==> src/uncore_evc_pkg.sv <==
package uncore_evc_pkg;

  // geometry
  localparam int NUM_CORES   = 4;
  localparam int GP_WIDTH    = 44;
  localparam int FIX_WIDTH   = 48;
  localparam int RAW_W       = 5;
  localparam int COND_W      = 8;
  localparam int MSR_AW      = 8;

  // register indices on the msr port
  localparam logic [7:0] IDX_GLOBAL_CTRL  = 8'h00;
  localparam logic [7:0] IDX_FIXED_CTR    = 8'h01;
  localparam logic [7:0] IDX_GRANT_SEL    = 8'h10;
  localparam logic [7:0] IDX_GRANT_CTR    = 8'h12;
  localparam logic [7:0] IDX_SLICE_SEL    = 8'h20;
  localparam logic [7:0] IDX_SLICE_CTR    = 8'h30;

  // event codes at or above this value are occupancy events
  localparam logic [7:0] OCC_EVENT_BASE   = 8'h80;

  // writable bits; everything else is reserved and reads as zero
  localparam logic [63:0] EVSEL_RW_MASK   = 64'h0000_0000_1fd4_ffff;
  localparam logic [63:0] GCTRL_RW_MASK   = 64'h0000_0000_e000_000f;
  localparam logic [63:0] EVSEL_RESET     = 64'h0000_0000_0000_0000;
  localparam logic [63:0] GCTRL_RESET     = 64'h0000_0000_0000_0000;

  // event select layout
  typedef struct packed {
    logic [34:0] rsvd_hi;
    logic [4:0]  threshold_value;
    logic        negate_count;
    logic        enable;
    logic        rsvd_21;
    logic        overflow_forward_enable;
    logic        rsvd_19;
    logic        edge_detect;
    logic [1:0]  rsvd_17_16;
    logic [7:0]  condition_qualifier;
    logic [7:0]  event_code;
  } evsel_t;

  // global control layout
  typedef struct packed {
    logic [31:0] rsvd_hi;
    logic        stop_all_on_overflow;
    logic        wake_before_interrupt;
    logic        enable;
    logic [24:0] rsvd_mid;
    logic [3:0]  core_interrupt_route;
  } gctrl_t;

  // register access request on the msr port
  typedef struct packed {
    logic        req;
    logic        we;
    logic [7:0]  addr;
    logic [63:0] wdata;
  } msr_req_t;

endpackage : uncore_evc_pkg

==> src/uncore_event_counter_unit.sv <==
`timescale 1ns/100ps
// Functional notes
// RULE_01: event code bits 7:0 and qualifier bits 15:8 pick the counted condition.
// RULE_02: edge bit 18 counts rising edges of the filtered event.
// RULE_03: bit 20 forwards the counter overflow to global control.
// RULE_04: local enable bit 22 must be set, otherwise the counter holds.
// RULE_05: negate bit 23 inverts the filter result.
// RULE_06: 5-bit threshold in bits 28:24 filters the raw event count.
// RULE_07: overflow raises perf_interrupt to each core with route bit 3:0 set.
// RULE_08: wake bit 30 sends a wake request before the interrupt.
// RULE_09: global enable bit 29 gates fixed, grant and slice counters.
// RULE_10: with stop bit 31, any overflow clears the global enable.
// RULE_11: a halted core without a wake request misses the interrupt.
// RULE_12: software also sets bit 13 of the core debug control register.
// RULE_13: one fixed 48-bit counter counts every clock under global enable.
// RULE_14: each of up to four slices has two 44-bit counters with selects.
// RULE_15: grant unit has two 44-bit counters with selects under global enable.
// RULE_16: occupancy events count only on slice counter 0.
// RULE_17: other slice events may use either counter.
// RULE_18: counters count with both enables, wrap to zero and flag overflow.
// RULE_19: undefined bits read zero; global control resets to zero.
module uncore_event_counter_unit #(
  parameter int NUM_SLICES = 4,
  parameter int N_EV       = 16
) (
  // clock and reset
  input  wire logic                                  core_clk,
  input  wire logic                                  rst_n,
  // register access
  input  wire uncore_evc_pkg::msr_req_t              msr_req,
  output logic      [63:0]                           msr_rdata,
  output logic                                       msr_ack,
  // grant unit event sources
  input  wire logic [uncore_evc_pkg::COND_W-1:0]     grant_cond [N_EV],
  // slice event sources
  input  wire logic [uncore_evc_pkg::COND_W-1:0]     slice_cond [NUM_SLICES][N_EV],
  input  wire logic [uncore_evc_pkg::RAW_W-1:0]      slice_occupancy [NUM_SLICES],
  // toward the cores
  output logic      [uncore_evc_pkg::NUM_CORES-1:0]  wake_req,
  output logic      [uncore_evc_pkg::NUM_CORES-1:0]  perf_interrupt
);
  import uncore_evc_pkg::*;

  localparam int NGP = 2 + 2 * NUM_SLICES;

  // reset release through two flops
  logic rst_s1_q, rst_s2_q;
  always_ff @(posedge core_clk or negedge rst_n) begin
    if (!rst_n) begin
      rst_s1_q <= 1'b0;
      rst_s2_q <= 1'b0;
    end else begin
      rst_s1_q <= 1'b1;
      rst_s2_q <= rst_s1_q;
    end
  end
  wire logic rst_i_n = rst_s2_q;

  // index of event select i; grant first, then slices
  function automatic logic [7:0] sel_index(input int i);
    return (i < 2) ? IDX_GRANT_SEL + 8'(i) : IDX_SLICE_SEL + 8'(i - 2);
  endfunction : sel_index

  function automatic logic [7:0] ctr_index(input int i);
    return (i < 2) ? IDX_GRANT_CTR + 8'(i) : IDX_SLICE_CTR + 8'(i - 2);
  endfunction : ctr_index

  logic                wr;
  logic                rd;
  gctrl_t              gctrl_q, gctrl_d;
  evsel_t              sel_q [NGP];
  evsel_t              sel_d [NGP];
  logic [NGP-1:0]      ld;
  logic [GP_WIDTH-1:0] gp_count [NGP];
  logic [NGP-1:0]      gp_ovf;
  logic [NGP-1:0]      fwd_ovf;
  logic [FIX_WIDTH-1:0] fix_q, fix_d;
  logic                fix_ovf_q, fix_ovf_d;
  logic                any_ovf, route_ovf;
  logic [63:0]         rdata_q, rdata_d;
  logic                ack_q, ack_d;

  assign wr = msr_req.req & msr_req.we;
  assign rd = msr_req.req & ~msr_req.we;

  // event select registers; reserved bits never stored
  always_comb begin
    for (int i = 0; i < NGP; i++) begin
      sel_d[i] = sel_q[i];
      ld[i]    = wr && (msr_req.addr == ctr_index(i));
      if (wr && msr_req.addr == sel_index(i)) begin
        // RULE_19: reserved bits zero
        sel_d[i] = evsel_t'(msr_req.wdata & EVSEL_RW_MASK);
      end
    end
  end

  always_ff @(posedge core_clk or negedge rst_i_n) begin
    if (!rst_i_n) begin
      for (int i = 0; i < NGP; i++) begin
        sel_q[i] <= evsel_t'(EVSEL_RESET);
      end
    end else begin
      for (int i = 0; i < NGP; i++) begin
        sel_q[i] <= sel_d[i];
      end
    end
  end

  // grant unit counters, no occupancy events there
  // RULE_15: grant counters
  for (genvar g = 0; g < 2; g++) begin : g_grant
    evt_counter #(
      .WIDTH  (GP_WIDTH),
      .N_EV   (N_EV),
      .OCC_OK (1'b0)
    ) u_ctr (
      .clk       (core_clk),
      .rst_n     (rst_i_n),
      .sel       (sel_q[g]),
      .glob_en   (gctrl_q.enable),
      .cond      (grant_cond),
      .occupancy ('0),
      .ld        (ld[g]),
      .ld_val    (msr_req.wdata[GP_WIDTH-1:0]),
      .count     (gp_count[g]),
      .ovf       (gp_ovf[g])
    );
  end

  // slice counters; both get the occupancy value, only counter 0 counts it
  // RULE_14: two per slice
  for (genvar s = 0; s < NUM_SLICES; s++) begin : g_slice
    for (genvar c = 0; c < 2; c++) begin : g_ctr
      evt_counter #(
        .WIDTH  (GP_WIDTH),
        .N_EV   (N_EV),
        .OCC_OK (c == 0)
      ) u_ctr (
        .clk       (core_clk),
        .rst_n     (rst_i_n),
        .sel       (sel_q[2 + 2 * s + c]),
        .glob_en   (gctrl_q.enable),
        .cond      (slice_cond[s]),
        .occupancy (slice_occupancy[s]),
        .ld        (ld[2 + 2 * s + c]),
        .ld_val    (msr_req.wdata[GP_WIDTH-1:0]),
        .count     (gp_count[2 + 2 * s + c]),
        .ovf       (gp_ovf[2 + 2 * s + c])
      );
    end
  end

  // fixed clocktick counter, always counts while globally enabled
  always_comb begin
    fix_d     = fix_q;
    fix_ovf_d = 1'b0;
    if (wr && msr_req.addr == IDX_FIXED_CTR) begin
      fix_d = msr_req.wdata[FIX_WIDTH-1:0];
    // RULE_13: fixed clocktick
    // RULE_09: global gate
    end else if (gctrl_q.enable) begin
      fix_d     = fix_q + FIX_WIDTH'(1);
      fix_ovf_d = &fix_q;
    end
  end

  always_ff @(posedge core_clk or negedge rst_i_n) begin
    if (!rst_i_n) begin
      fix_q     <= '0;
      fix_ovf_q <= 1'b0;
    end else begin
      fix_q     <= fix_d;
      fix_ovf_q <= fix_ovf_d;
    end
  end

  // overflow collection; forwarded and fixed counter overflows reach the cores
  always_comb begin
    for (int i = 0; i < NGP; i++) begin
      // RULE_03: forward when enabled
      fwd_ovf[i] = gp_ovf[i] & sel_q[i].overflow_forward_enable;
    end
    route_ovf = (|fwd_ovf) | fix_ovf_q;
    any_ovf   = (|gp_ovf) | fix_ovf_q;
  end

  // global control; a freeze in the same cycle as a write wins
  always_comb begin
    gctrl_d = gctrl_q;
    if (wr && msr_req.addr == IDX_GLOBAL_CTRL) begin
      gctrl_d = gctrl_t'(msr_req.wdata & GCTRL_RW_MASK);
    end
    // RULE_10: freeze on overflow
    if (gctrl_q.stop_all_on_overflow && any_ovf) begin
      gctrl_d.enable = 1'b0;
    end
  end

  always_ff @(posedge core_clk or negedge rst_i_n) begin
    if (!rst_i_n) begin
      // RULE_19: reset to zero
      gctrl_q <= gctrl_t'(GCTRL_RESET);
    end else begin
      gctrl_q <= gctrl_d;
    end
  end

  // interrupt and wake delivery
  irq_route #(
    .NCORE (NUM_CORES)
  ) u_route (
    .clk            (core_clk),
    .rst_n          (rst_i_n),
    .ovf_evt        (route_ovf),
    .route          (gctrl_q.core_interrupt_route),
    .wake_en        (gctrl_q.wake_before_interrupt),
    .wake_req       (wake_req),
    .perf_interrupt (perf_interrupt)
  );

  // read path, answered one cycle after the request; unmapped reads zero
  always_comb begin
    rdata_d = rdata_q;
    ack_d   = msr_req.req;
    if (rd) begin
      rdata_d = '0;
      if (msr_req.addr == IDX_GLOBAL_CTRL) begin
        rdata_d = 64'(gctrl_q);
      end
      if (msr_req.addr == IDX_FIXED_CTR) begin
        rdata_d = 64'(fix_q);
      end
      for (int i = 0; i < NGP; i++) begin
        if (msr_req.addr == sel_index(i)) begin
          rdata_d = 64'(sel_q[i]);
        end
        if (msr_req.addr == ctr_index(i)) begin
          rdata_d = 64'(gp_count[i]);
        end
      end
    end
  end

  always_ff @(posedge core_clk or negedge rst_i_n) begin
    if (!rst_i_n) begin
      rdata_q <= '0;
      ack_q   <= 1'b0;
    end else begin
      rdata_q <= rdata_d;
      ack_q   <= ack_d;
    end
  end

  assign msr_rdata = rdata_q;
  assign msr_ack   = ack_q;

endmodule : uncore_event_counter_unit

==> src/evt_counter.sv <==
`timescale 1ns/100ps
module evt_counter #(
  parameter int WIDTH  = 44,
  parameter int N_EV   = 16,
  parameter bit OCC_OK = 1'b0
) (
  // clock and reset
  input  wire logic                          clk,
  input  wire logic                          rst_n,
  // control
  input  wire uncore_evc_pkg::evsel_t        sel,
  input  wire logic                          glob_en,
  // event sources
  input  wire logic [uncore_evc_pkg::COND_W-1:0] cond [N_EV],
  input  wire logic [uncore_evc_pkg::RAW_W-1:0]  occupancy,
  // software load
  input  wire logic                          ld,
  input  wire logic [WIDTH-1:0]              ld_val,
  // state
  output logic      [WIDTH-1:0]              count,
  output logic                               ovf
);
  import uncore_evc_pkg::*;

  logic [WIDTH-1:0] cnt_q, cnt_d;
  logic             prev_q, prev_d;
  logic             ovf_q, ovf_d;
  logic [RAW_W-1:0] raw, thr;
  logic             cmp, inc_bit;
  logic [WIDTH:0]   sum;

  function automatic logic [RAW_W-1:0] popcount(input logic [COND_W-1:0] v);
    logic [RAW_W-1:0] n;
    n = '0;
    for (int b = 0; b < COND_W; b++) begin
      n = n + RAW_W'(v[b]);
    end
    return n;
  endfunction : popcount

  // event selection, threshold, negation and edge filtering
  always_comb begin
    raw = '0;
    // RULE_01: code and qualifier
    if (sel.event_code >= OCC_EVENT_BASE) begin
      // RULE_16: occupancy only on counter 0
      raw = OCC_OK ? occupancy : '0;
    end else begin
      // RULE_17: other events on either
      for (int e = 0; e < N_EV; e++) begin
        if (sel.event_code == 8'(e)) begin
          raw = popcount(cond[e] & sel.condition_qualifier);
        end
      end
    end
    // RULE_06: threshold filter, zero means one
    thr = (sel.threshold_value == '0) ? RAW_W'(1) : sel.threshold_value;
    // RULE_05: negate the compare result
    cmp = (raw >= thr) ^ sel.negate_count;
    // RULE_02: edge detection
    inc_bit = sel.edge_detect ? (cmp & ~prev_q) : cmp;
    prev_d  = cmp;
  end

  // counting; plain raw sum only when no filter is asked for
  always_comb begin
    if (sel.threshold_value == '0 && !sel.negate_count && !sel.edge_detect) begin
      sum = {1'b0, cnt_q} + (WIDTH+1)'(raw);
    end else begin
      sum = {1'b0, cnt_q} + (WIDTH+1)'(inc_bit);
    end
    cnt_d = cnt_q;
    ovf_d = 1'b0;
    if (ld) begin
      cnt_d = ld_val;
    // RULE_04: local enable
    // RULE_18: both enables, wrap and flag
    end else if (sel.enable && glob_en) begin
      cnt_d = sum[WIDTH-1:0];
      ovf_d = sum[WIDTH];
    end
  end

  always_ff @(posedge clk or negedge rst_n) begin
    if (!rst_n) begin
      cnt_q  <= '0;
      prev_q <= 1'b0;
      ovf_q  <= 1'b0;
    end else begin
      cnt_q  <= cnt_d;
      prev_q <= prev_d;
      ovf_q  <= ovf_d;
    end
  end

  assign count = cnt_q;
  assign ovf   = ovf_q;

endmodule : evt_counter

==> src/irq_route.sv <==
`timescale 1ns/100ps
module irq_route #(
  parameter int NCORE = 4
) (
  // clock and reset
  input  wire logic             clk,
  input  wire logic             rst_n,
  // overflow event and routing
  input  wire logic             ovf_evt,
  input  wire logic [NCORE-1:0] route,
  input  wire logic             wake_en,
  // toward the cores
  output logic      [NCORE-1:0] wake_req,
  output logic      [NCORE-1:0] perf_interrupt
);
  logic [NCORE-1:0] wake_q, wake_d, int_q, int_d, pend_q, pend_d;

  // wake goes one cycle ahead of the interrupt it belongs to
  always_comb begin
    wake_d = '0;
    int_d  = pend_q;
    pend_d = '0;
    if (ovf_evt) begin
      if (wake_en) begin
        // RULE_08: wake first
        wake_d = route;
        pend_d = route;
      end else begin
        // RULE_07: route per core
        // RULE_11: a halted core misses this one
        int_d = pend_q | route;
      end
    end
  end

  always_ff @(posedge clk or negedge rst_n) begin
    if (!rst_n) begin
      wake_q <= '0;
      int_q  <= '0;
      pend_q <= '0;
    end else begin
      wake_q <= wake_d;
      int_q  <= int_d;
      pend_q <= pend_d;
    end
  end

  assign wake_req       = wake_q;
  assign perf_interrupt = int_q;

endmodule : irq_route

==> config.mk <==
export PLATFORM = sky130hd
export DESIGN_NAME = uncore_event_counter_unit
export DESIGN_NICKNAME = d
export VERILOG_FILES = /design/src/uncore_evc_pkg.sv /design/src/uncore_event_counter_unit.sv /design/src/evt_counter.sv /design/src/irq_route.sv
export SDC_FILE = /design/constraint.sdc
export NUM_CORES = 2
export LEC_CHECK = 0
export BUFFER_PORTS_ARGS = -buffer_cell sky130_fd_sc_hd__buf_2
export CAP_MARGIN = 20
export CORE_MARGIN = 2
export CORE_UTILIZATION = 30
export DETAILED_ROUTE_END_ITERATION = 16
export PLACE_DENSITY_LB_ADDON = 0.12
export RECOVER_POWER = 100
export SLEW_MARGIN = 25
export SYNTH_ARGS = -nofsm -noshare
export SYNTH_HDL_FRONTEND = slang
export SYNTH_SLANG_ARGS = --single-unit
==> constraint.sdc <==
create_clock -name core_clk -period 43 [get_ports core_clk]
set_clock_uncertainty 0.1 [all_clocks]
set_input_delay 8.6 -clock core_clk [delete_from_list [all_inputs] [get_ports core_clk]]
set_output_delay 8.6 -clock core_clk [all_outputs]
set_load 0.02 [all_outputs]
# Word level (Yosys, flattened, before mapping)
# Cells that the tools add are included.
# word_totals
register_bits,841
latch_bits,0
mem_bits_rw,0
romBits,0
inputBits,736
elab_cells,2031
mem_count,0
# classes
add_sub_neg,1141
multipliers,0
n_div,0
n_lt_le_gt_ge,20
eq_ne,171
n_shift,0
n_mux,272
n_bitwise,206
reduce_logical,109
# op_table
op,count
5-bit by 1-bit adder with 5-bit output,960
8-bit AND,160
64-bit two-way mux,20
5-bit two-way mux,180
44-bit two-way mux,20
"8-bit by 4-bit == test with 1-bit output, second input constant",80
44-bit by 1-bit adder with 45-bit output,10
44-bit by 5-bit adder with 45-bit output,10
45-bit two-way mux,10
1-bit by 1-bit adder with 2-bit output,160
"8-bit by 3-bit == test with 1-bit output, second input constant",40
"8-bit by 2-bit == test with 1-bit output, second input constant",20
48-bit two-way mux,3
"8-bit by 6-bit == test with 1-bit output, second input constant",16
"8-bit by 1-bit == test with 1-bit output, second input constant",11
8-bit logical NOT,11
"8-bit >= comparator, second input constant",10
1-bit logical AND,53
5-bit >= comparator,10
5-bit logical NOT,10
"48-bit by 1-bit adder with 48-bit output, second input constant",1
48-bit AND reduction,1
1-bit two-way mux,33
"8-bit by 5-bit == test with 1-bit output, second input constant",4
11 further kinds,86

# Logic depth before layout (Yosys ltp)
# depth
depth_word,33
mapped_depth,34

# Modules after synthesis
# From an unflattened synthesis, not the netlist that was laid out.
# hier_totals
cells_unflattened,10396
hier_area_um2,89365.7
# modules_own_cells
module,instances,cells_each,area_each_um2,seq_area_each_um2
uncore_event_counter_unit,1,2221,21405.5,8933.6
evt_counter (g_slice[1].g_ctr[0].u_ctr ...),2,818,6851.6,1151.1
evt_counter (g_slice[0].g_ctr[0].u_ctr),1,838,6955.4,1151.1
evt_counter (g_grant[0].u_ctr),1,802,6884.1,1151.1
evt_counter (g_slice[2].g_ctr[0].u_ctr),1,847,6811.5,1151.1
evt_counter (g_slice[1].g_ctr[1].u_ctr),1,817,6792.8,1151.1
evt_counter (g_grant[1].u_ctr),1,805,6671.4,1151.1
evt_counter (g_slice[2].g_ctr[1].u_ctr),1,809,6635.1,1151.1
evt_counter (g_slice[0].g_ctr[1].u_ctr),1,804,6625.1,1151.1
evt_counter (g_slice[3].g_ctr[1].u_ctr),1,799,6603.8,1151.1
irq_route,1,18,277.8,200.2

# Least setup slack after synthesis
# Ideal clock, no wire load.
# synth_path
kind,input -> register
startpoint,input port slice_cond[224] (netlist bit)
endpoint,register g_slice[2].g_ctr[1].u_ctr.cnt_q[40]
setup_time_ns,0.137
arrival_ns,15.128
required_ns,42.763
setup_slack_ns,27.635
cell_stages,31
n_path_buf,1
path_cell_list,and2_1 -> ha_1 -> inv_1 -> fa_1 -> inv_1 -> fa_1 -> fa_1 -> inv_1 -> fa_1 -> mux4_2 -> nor4_1 -> o21ai_0 -> a31oi_1 -> ha_1 -> a21o_1 -> a21oi_1 -> or4b_2 -> nand3_1 -> a21oi_1 -> a21oi_1 -> ha_1 -> inv_1 -> fa_1 -> nor2b_1 -> o21a_1 -> o2111ai_1 -> or2_2 -> clkbuf_1 -> nor3_1 -> xnor2_1 -> a21oi_1
# synth_via
elab_chain_len,30
word_cells_on_any_way,31
# synth_rtl
item,line_no,text
start: declaration,uncore_event_counter_unit.sv:36,"input wire logic [uncore_evc_pkg::COND_W-1:0] slice_cond [NUM_SLICES][N_EV],"
8-bit AND *,evt_counter.sv:52,raw = popcount(cond[e] & sel.condition_qualifier);
1-bit by 1-bit adder with 2-bit output *,evt_counter.sv:36,n = n + RAW_W'(v[b]);
5-bit by 1-bit adder with 5-bit output * (6 in a row),evt_counter.sv:36,
5-bit two-way mux * (13 in a row),evt_counter.sv:51,if (sel.event_code == 8'(e)) begin
5-bit two-way mux *,evt_counter.sv:45,if (sel.event_code >= OCC_EVENT_BASE) begin
5-bit >= comparator *,evt_counter.sv:59,cmp = (raw >= thr) ^ sel.negate_count;
1-bit XOR *,evt_counter.sv:59,
named net g_slice[2].g_ctr[1].u_ctr.cmp,evt_counter.sv:29,"logic cmp, inc_bit;"
1-bit AND,evt_counter.sv:61,inc_bit = sel.edge_detect ? (cmp & ~prev_q) : cmp;
1-bit two-way mux *,evt_counter.sv:61,
44-bit by 1-bit adder with 45-bit output *,evt_counter.sv:70,"sum = {1'b0, cnt_q} + (WIDTH+1)'(inc_bit);"
45-bit two-way mux *,evt_counter.sv:67,if (sel.threshold_value == '0 && !sel.negate_count && !sel.edge_detect) begin
44-bit two-way mux *,evt_counter.sv:78,end else if (sel.enable && glob_en) begin
44-bit two-way mux *,evt_counter.sv:74,if (ld) begin
end signal: assignment,evt_counter.sv:90,cnt_q <= cnt_d;
end: declaration,evt_counter.sv:25,"logic [WIDTH-1:0] cnt_q, cnt_d;"
# Mark *: on every way through the listed nets, which the timed path passes. The rest lies on a longest branch. The select of a mux whose other input is x is not followed.
# A chain may end at the register's enable or synchronous reset.

# Worst setup path in the final report
# layout_path
startpoint,input port msr_req[68] (netlist bit)
endpoint,register g_slice[2].g_ctr[0].u_ctr.cnt_q[27]
# layout_via
elab_chain_len,3
word_cells_on_any_way,4
# layout_rtl
item,line_no,text
start: declaration,uncore_event_counter_unit.sv:30,"input wire uncore_evc_pkg::msr_req_t msr_req,"
8-bit by 6-bit == test with 1-bit output *,uncore_event_counter_unit.sv:90,ld[i] = wr && (msr_req.addr == ctr_index(i));
1-bit logical AND *,uncore_event_counter_unit.sv:90,
44-bit two-way mux / 2-bit nonzero test (equally long branches),--,
end signal: assignment,evt_counter.sv:90,
end: declaration,evt_counter.sv:25,
# Mark *: on every way between the ends. The rest lies on a longest branch, timed or not.

==> impl_metrics.env <==
export IMPL_finalWirelength_um=453000
export IMPL_start_util_pct=30.1
export IMPL_ant_nets=0
export IMPL_power_density_mw_per_mm2=22.7
export IMPL_power_mw=2.25
export IMPL_reg2reg_slack_ns=25.77
export IMPL_cpMostUsedCell="clkbuf_1"
export IMPL_die_h_um=544
export IMPL_yosys_warnings=0
export IMPL_leakagePower_nw=42.5
export IMPL_hold_class="reg -> reg"
export IMPL_groute_layer_met2_usage_pct=46.8
export IMPL_critPathLaunchType="primary input"
export IMPL_worst_slew_pin_slew_ns=8.07
export IMPL_synthToLayoutAreaGrowth_pct=13.1
export IMPL_vias_per_cell=5.51
export IMPL_cts_buffers=105
export IMPL_cap_violations=46
export IMPL_yosys_area_share_simple_pct=21.0
export IMPL_io_pins=809
export IMPL_post_cts_resized=0
export IMPL_clock_power_share_pct=42.4
export IMPL_place_congestion=1.00
export IMPL_cpMaxStageDelayCell="clkbuf_1"
export IMPL_synth_cell_types=98
export IMPL_p_sw_share_pct=32.8
export IMPL_htree_levels=3
export IMPL_rr_startpoint="rst_i_n"
export IMPL_synth_most_common_cell="nand2_1"
export IMPL_globalRouteMet3Util_pct=4.66
export IMPL_synth_top_family_by_area="adder cells"
export IMPL_dp_hpwl_um=345000
export IMPL_slew_headroom_pct=-438
export IMPL_syn_area_sq_mm=0.0875
export IMPL_clk_path_buf_depth=3
export IMPL_power_switching_mw=0.737
export IMPL_async_flop_share_pct=100
export IMPL_grt_pass1_wl_um=630000
export IMPL_fin_setup_tns_ns=0
export IMPL_netlist_instances=10529
export IMPL_crit_fanout=50
export IMPL_power_frac_comb_pct=18.5
export IMPL_finalHoldViolCount=0
export IMPL_power_frac_seq_pct=39.1
export IMPL_clk_latency_ns=0.77
export IMPL_synthAdderAreaFrac_pct=23.0
export IMPL_startpoint="msr_req[68]"
export IMPL_muxShareOfSynthArea_pct=5.30
export IMPL_p_int_mw=1.51
export IMPL_yosys_area_share_xor_xnor_pct=6.12
export IMPL_period_minus_slack_ns=20.83
export IMPL_fmaxAchievable_mhz=48.0
export IMPL_worstSetupPathType="in -> reg"
export IMPL_synth_seq_cells=825
export IMPL_rr_worst_depth=4
export IMPL_grt_busiest_layer="met2"
export IMPL_synth_edf_count=0
export IMPL_crit_path_end_kind="flop"
export IMPL_report_final_slew_viol_count=2262
export IMPL_synth_compound_area_share_pct=13.9
export IMPL_rsz0062_at_grt="no"
export IMPL_synth_seq_area_share_pct=23.6
export IMPL_synth_top_area_cell="dfrtp_1"
export IMPL_drc_errors=0
export IMPL_synth_top_cell_area_share_pct=23.6
export IMPL_synth_area_leaders="dfrtp_1 24%, fa_1 15%, ha_1 8.1%"
export IMPL_whs_ns=0.254
export IMPL_path_clk_slew_ns=0.06
export IMPL_ir_drop_v=0.0000281
export IMPL_gr_total_overflow=0
export IMPL_violations="max-capacitance violations, max-slew violations"
export IMPL_r2r_end="sel_q[77]"
export IMPL_dieArea_sq_mm=0.296
export IMPL_grt_pass1_vias=82401
export IMPL_final_nets=12939
export IMPL_final_period_utilization_pct=48.4
export IMPL_met1_usage_pct=40.6
export IMPL_synth_common_cells="1395 x nand2_1, 942 x inv_1, 844 x nor2_1"
export IMPL_dr_first_iter_drc_count=9422
export IMPL_synth_ff_type="dfrtp_1"
export IMPL_io_buffer_count=776
export IMPL_post_cts_buffers=0
export IMPL_status="complete, but fails checks"
export IMPL_cts_hold_buf=0
export IMPL_crit_end="g_slice[2].g_ctr[0].u_ctr.count[27]"
export IMPL_grt_max_degree=135
export IMPL_num_vias=82752
export IMPL_drive_gt1_share_pct=12.5
export IMPL_rows=198
export IMPL_antenna_found_initial=117
export IMPL_tritoncts="done"
export IMPL_setup_violations=0
export IMPL_syn_area_per_cell_sq_um=8.32
export IMPL_cts_root_buf="clkbuf_16"
export IMPL_grt_use_total_pct=29.9
export IMPL_first_pass_iters=10
export IMPL_clock_sinks=825
export IMPL_crit_chain="clkbuf_1, clkbuf_1, clkbuf_1, clkbuf_1, nand2_1, clkbuf_1, nor2_1, clkbuf_1, nand2_1, clkbuf_1, nor2_1, a21oi_1"
export IMPL_cp_required_ns=43.43
export IMPL_crit_arrival_ns=21.25
export IMPL_wire_per_inst_um=30.2
export IMPL_fp_dieW_um=544
export IMPL_crit_path_max_incr_delay_ns=2.70
export IMPL_coreArea_sq_mm=0.291
cell usage in the layout, fill, tap and decap left out, drive strengths merged, types with 136 or more instances in the layout:
| master | netlist | layout |
|---|---|---|
| nand3 | 251 | 251 |
| o21ai | 504 | 504 |
| and2 | 532 | 532 |
| ha | 569 | 569 |
| xor2 | 329 | 329 |
| fa | 650 | 650 |
| mux2 | 220 | 220 |
| buf | 101 | 876 |
| inv | 942 | 947 |
| nor2 | 846 | 846 |
| nor2b | 136 | 136 |
| nand2 | 1395 | 1395 |
| nor3 | 178 | 178 |
| dfrtp | 825 | 825 |
| xnor2 | 283 | 283 |
| a21oi | 771 | 771 |
| clkbuf | 554 | 264 |
layer usage:
metal	wire (um)	vias up
met5	268	-
met4	23500	42
met3	36100	762
met2	201000	3905
met1	192000	41639
li1	-	36404
state kept, by name, indices dropped and copies added, names as in the netlist, 2 cells and up:
signal                      count
u_route.perf_interrupt          4
gctrl_q                         7
g_slice.g_ctr.u_ctr.ovf         8
g_grant.u_ctr.ovf               2
g_grant.u_ctr.count            88
u_route.wake_req                4
g_slice.g_ctr.u_ctr.prev_q      8
msr_rdata                      48
fix_q                          48
g_slice.g_ctr.u_ctr.count     352
g_grant.u_ctr.prev_q            2
sel_q                         250
area by class of cell:
class / count / area (sq um)
clock inverter: 40 / 553
antenna: 45 / 113
timing repair buffer: 988 / 5230
fill: 30774 / 192000
clock buffer: 152 / 3040
inverter: 948 / 3560
multi-input combinational: 8116 / 61000
tap: 3900 / 4880
sequential: 825 / 20700
cells by family (layout without fill, tap and decap cells):
logic type | count (synthesis) | after routing
AOI/OAI and AO/OA | 2014 | 2014
adders and majority gates | 1219 | 1219
xor gates and xnor gates | 612 | 612
other | 2 | 62
DFF | 825 | 825
and+or+nand+nor | 3869 | 3869
muxes | 385 | 385
buffers and inverters | 1603 | 2128
worst max-delay path, delay by kind of cell:
kind | cells | cell delay [ns]
buffers and inverters | 7 | 10.52
AO/OA/AOI/OAI | 1 | 0.07
AND/OR/NAND/NOR | 4 | 1.85
through the flow:
stage | worst slack (ns) | instance area (sq um) | cells | utilization (%)
after floorplan | 18.20 | 87600 | 10544 | -
after global placement | 26.20 | 95600 | 14774 | 32.9
after detailed placement | 26.22 | 95600 | 14774 | 32.9
after CTS | 26.95 | 99200 | 14966 | 34.1
after global routing | 22.03 | 98900 | 14990 | 34.0
final | 22.17 | 99000 | 15014 | 34.1
worst min-delay path by stage:
stage / to / cells after the start / start
floorplan: rst_i_n / 0 / rst_s1_q
global placement: rst_i_n / 0 / rst_s1_q
detailed placement: rst_i_n / 0 / rst_s1_q
CTS: rst_i_n / 0 / rst_s1_q
global route: rst_i_n / 0 / rst_s1_q
finish: rst_i_n / 0 / rst_s1_q
power by group through the flow:
stage / clock [mW] / combinational [mW] / sequential (mW)
after floorplan: 0 / 0.207 / 0.874
after global placement: 0 / 0.407 / 0.891
after detailed placement: 0 / 0.410 / 0.891
after CTS: 0.968 / 0.413 / 0.878
after global routing: 0.998 / 0.443 / 0.884
final: 0.954 / 0.416 / 0.880
(Power assumes the default switching activity.)
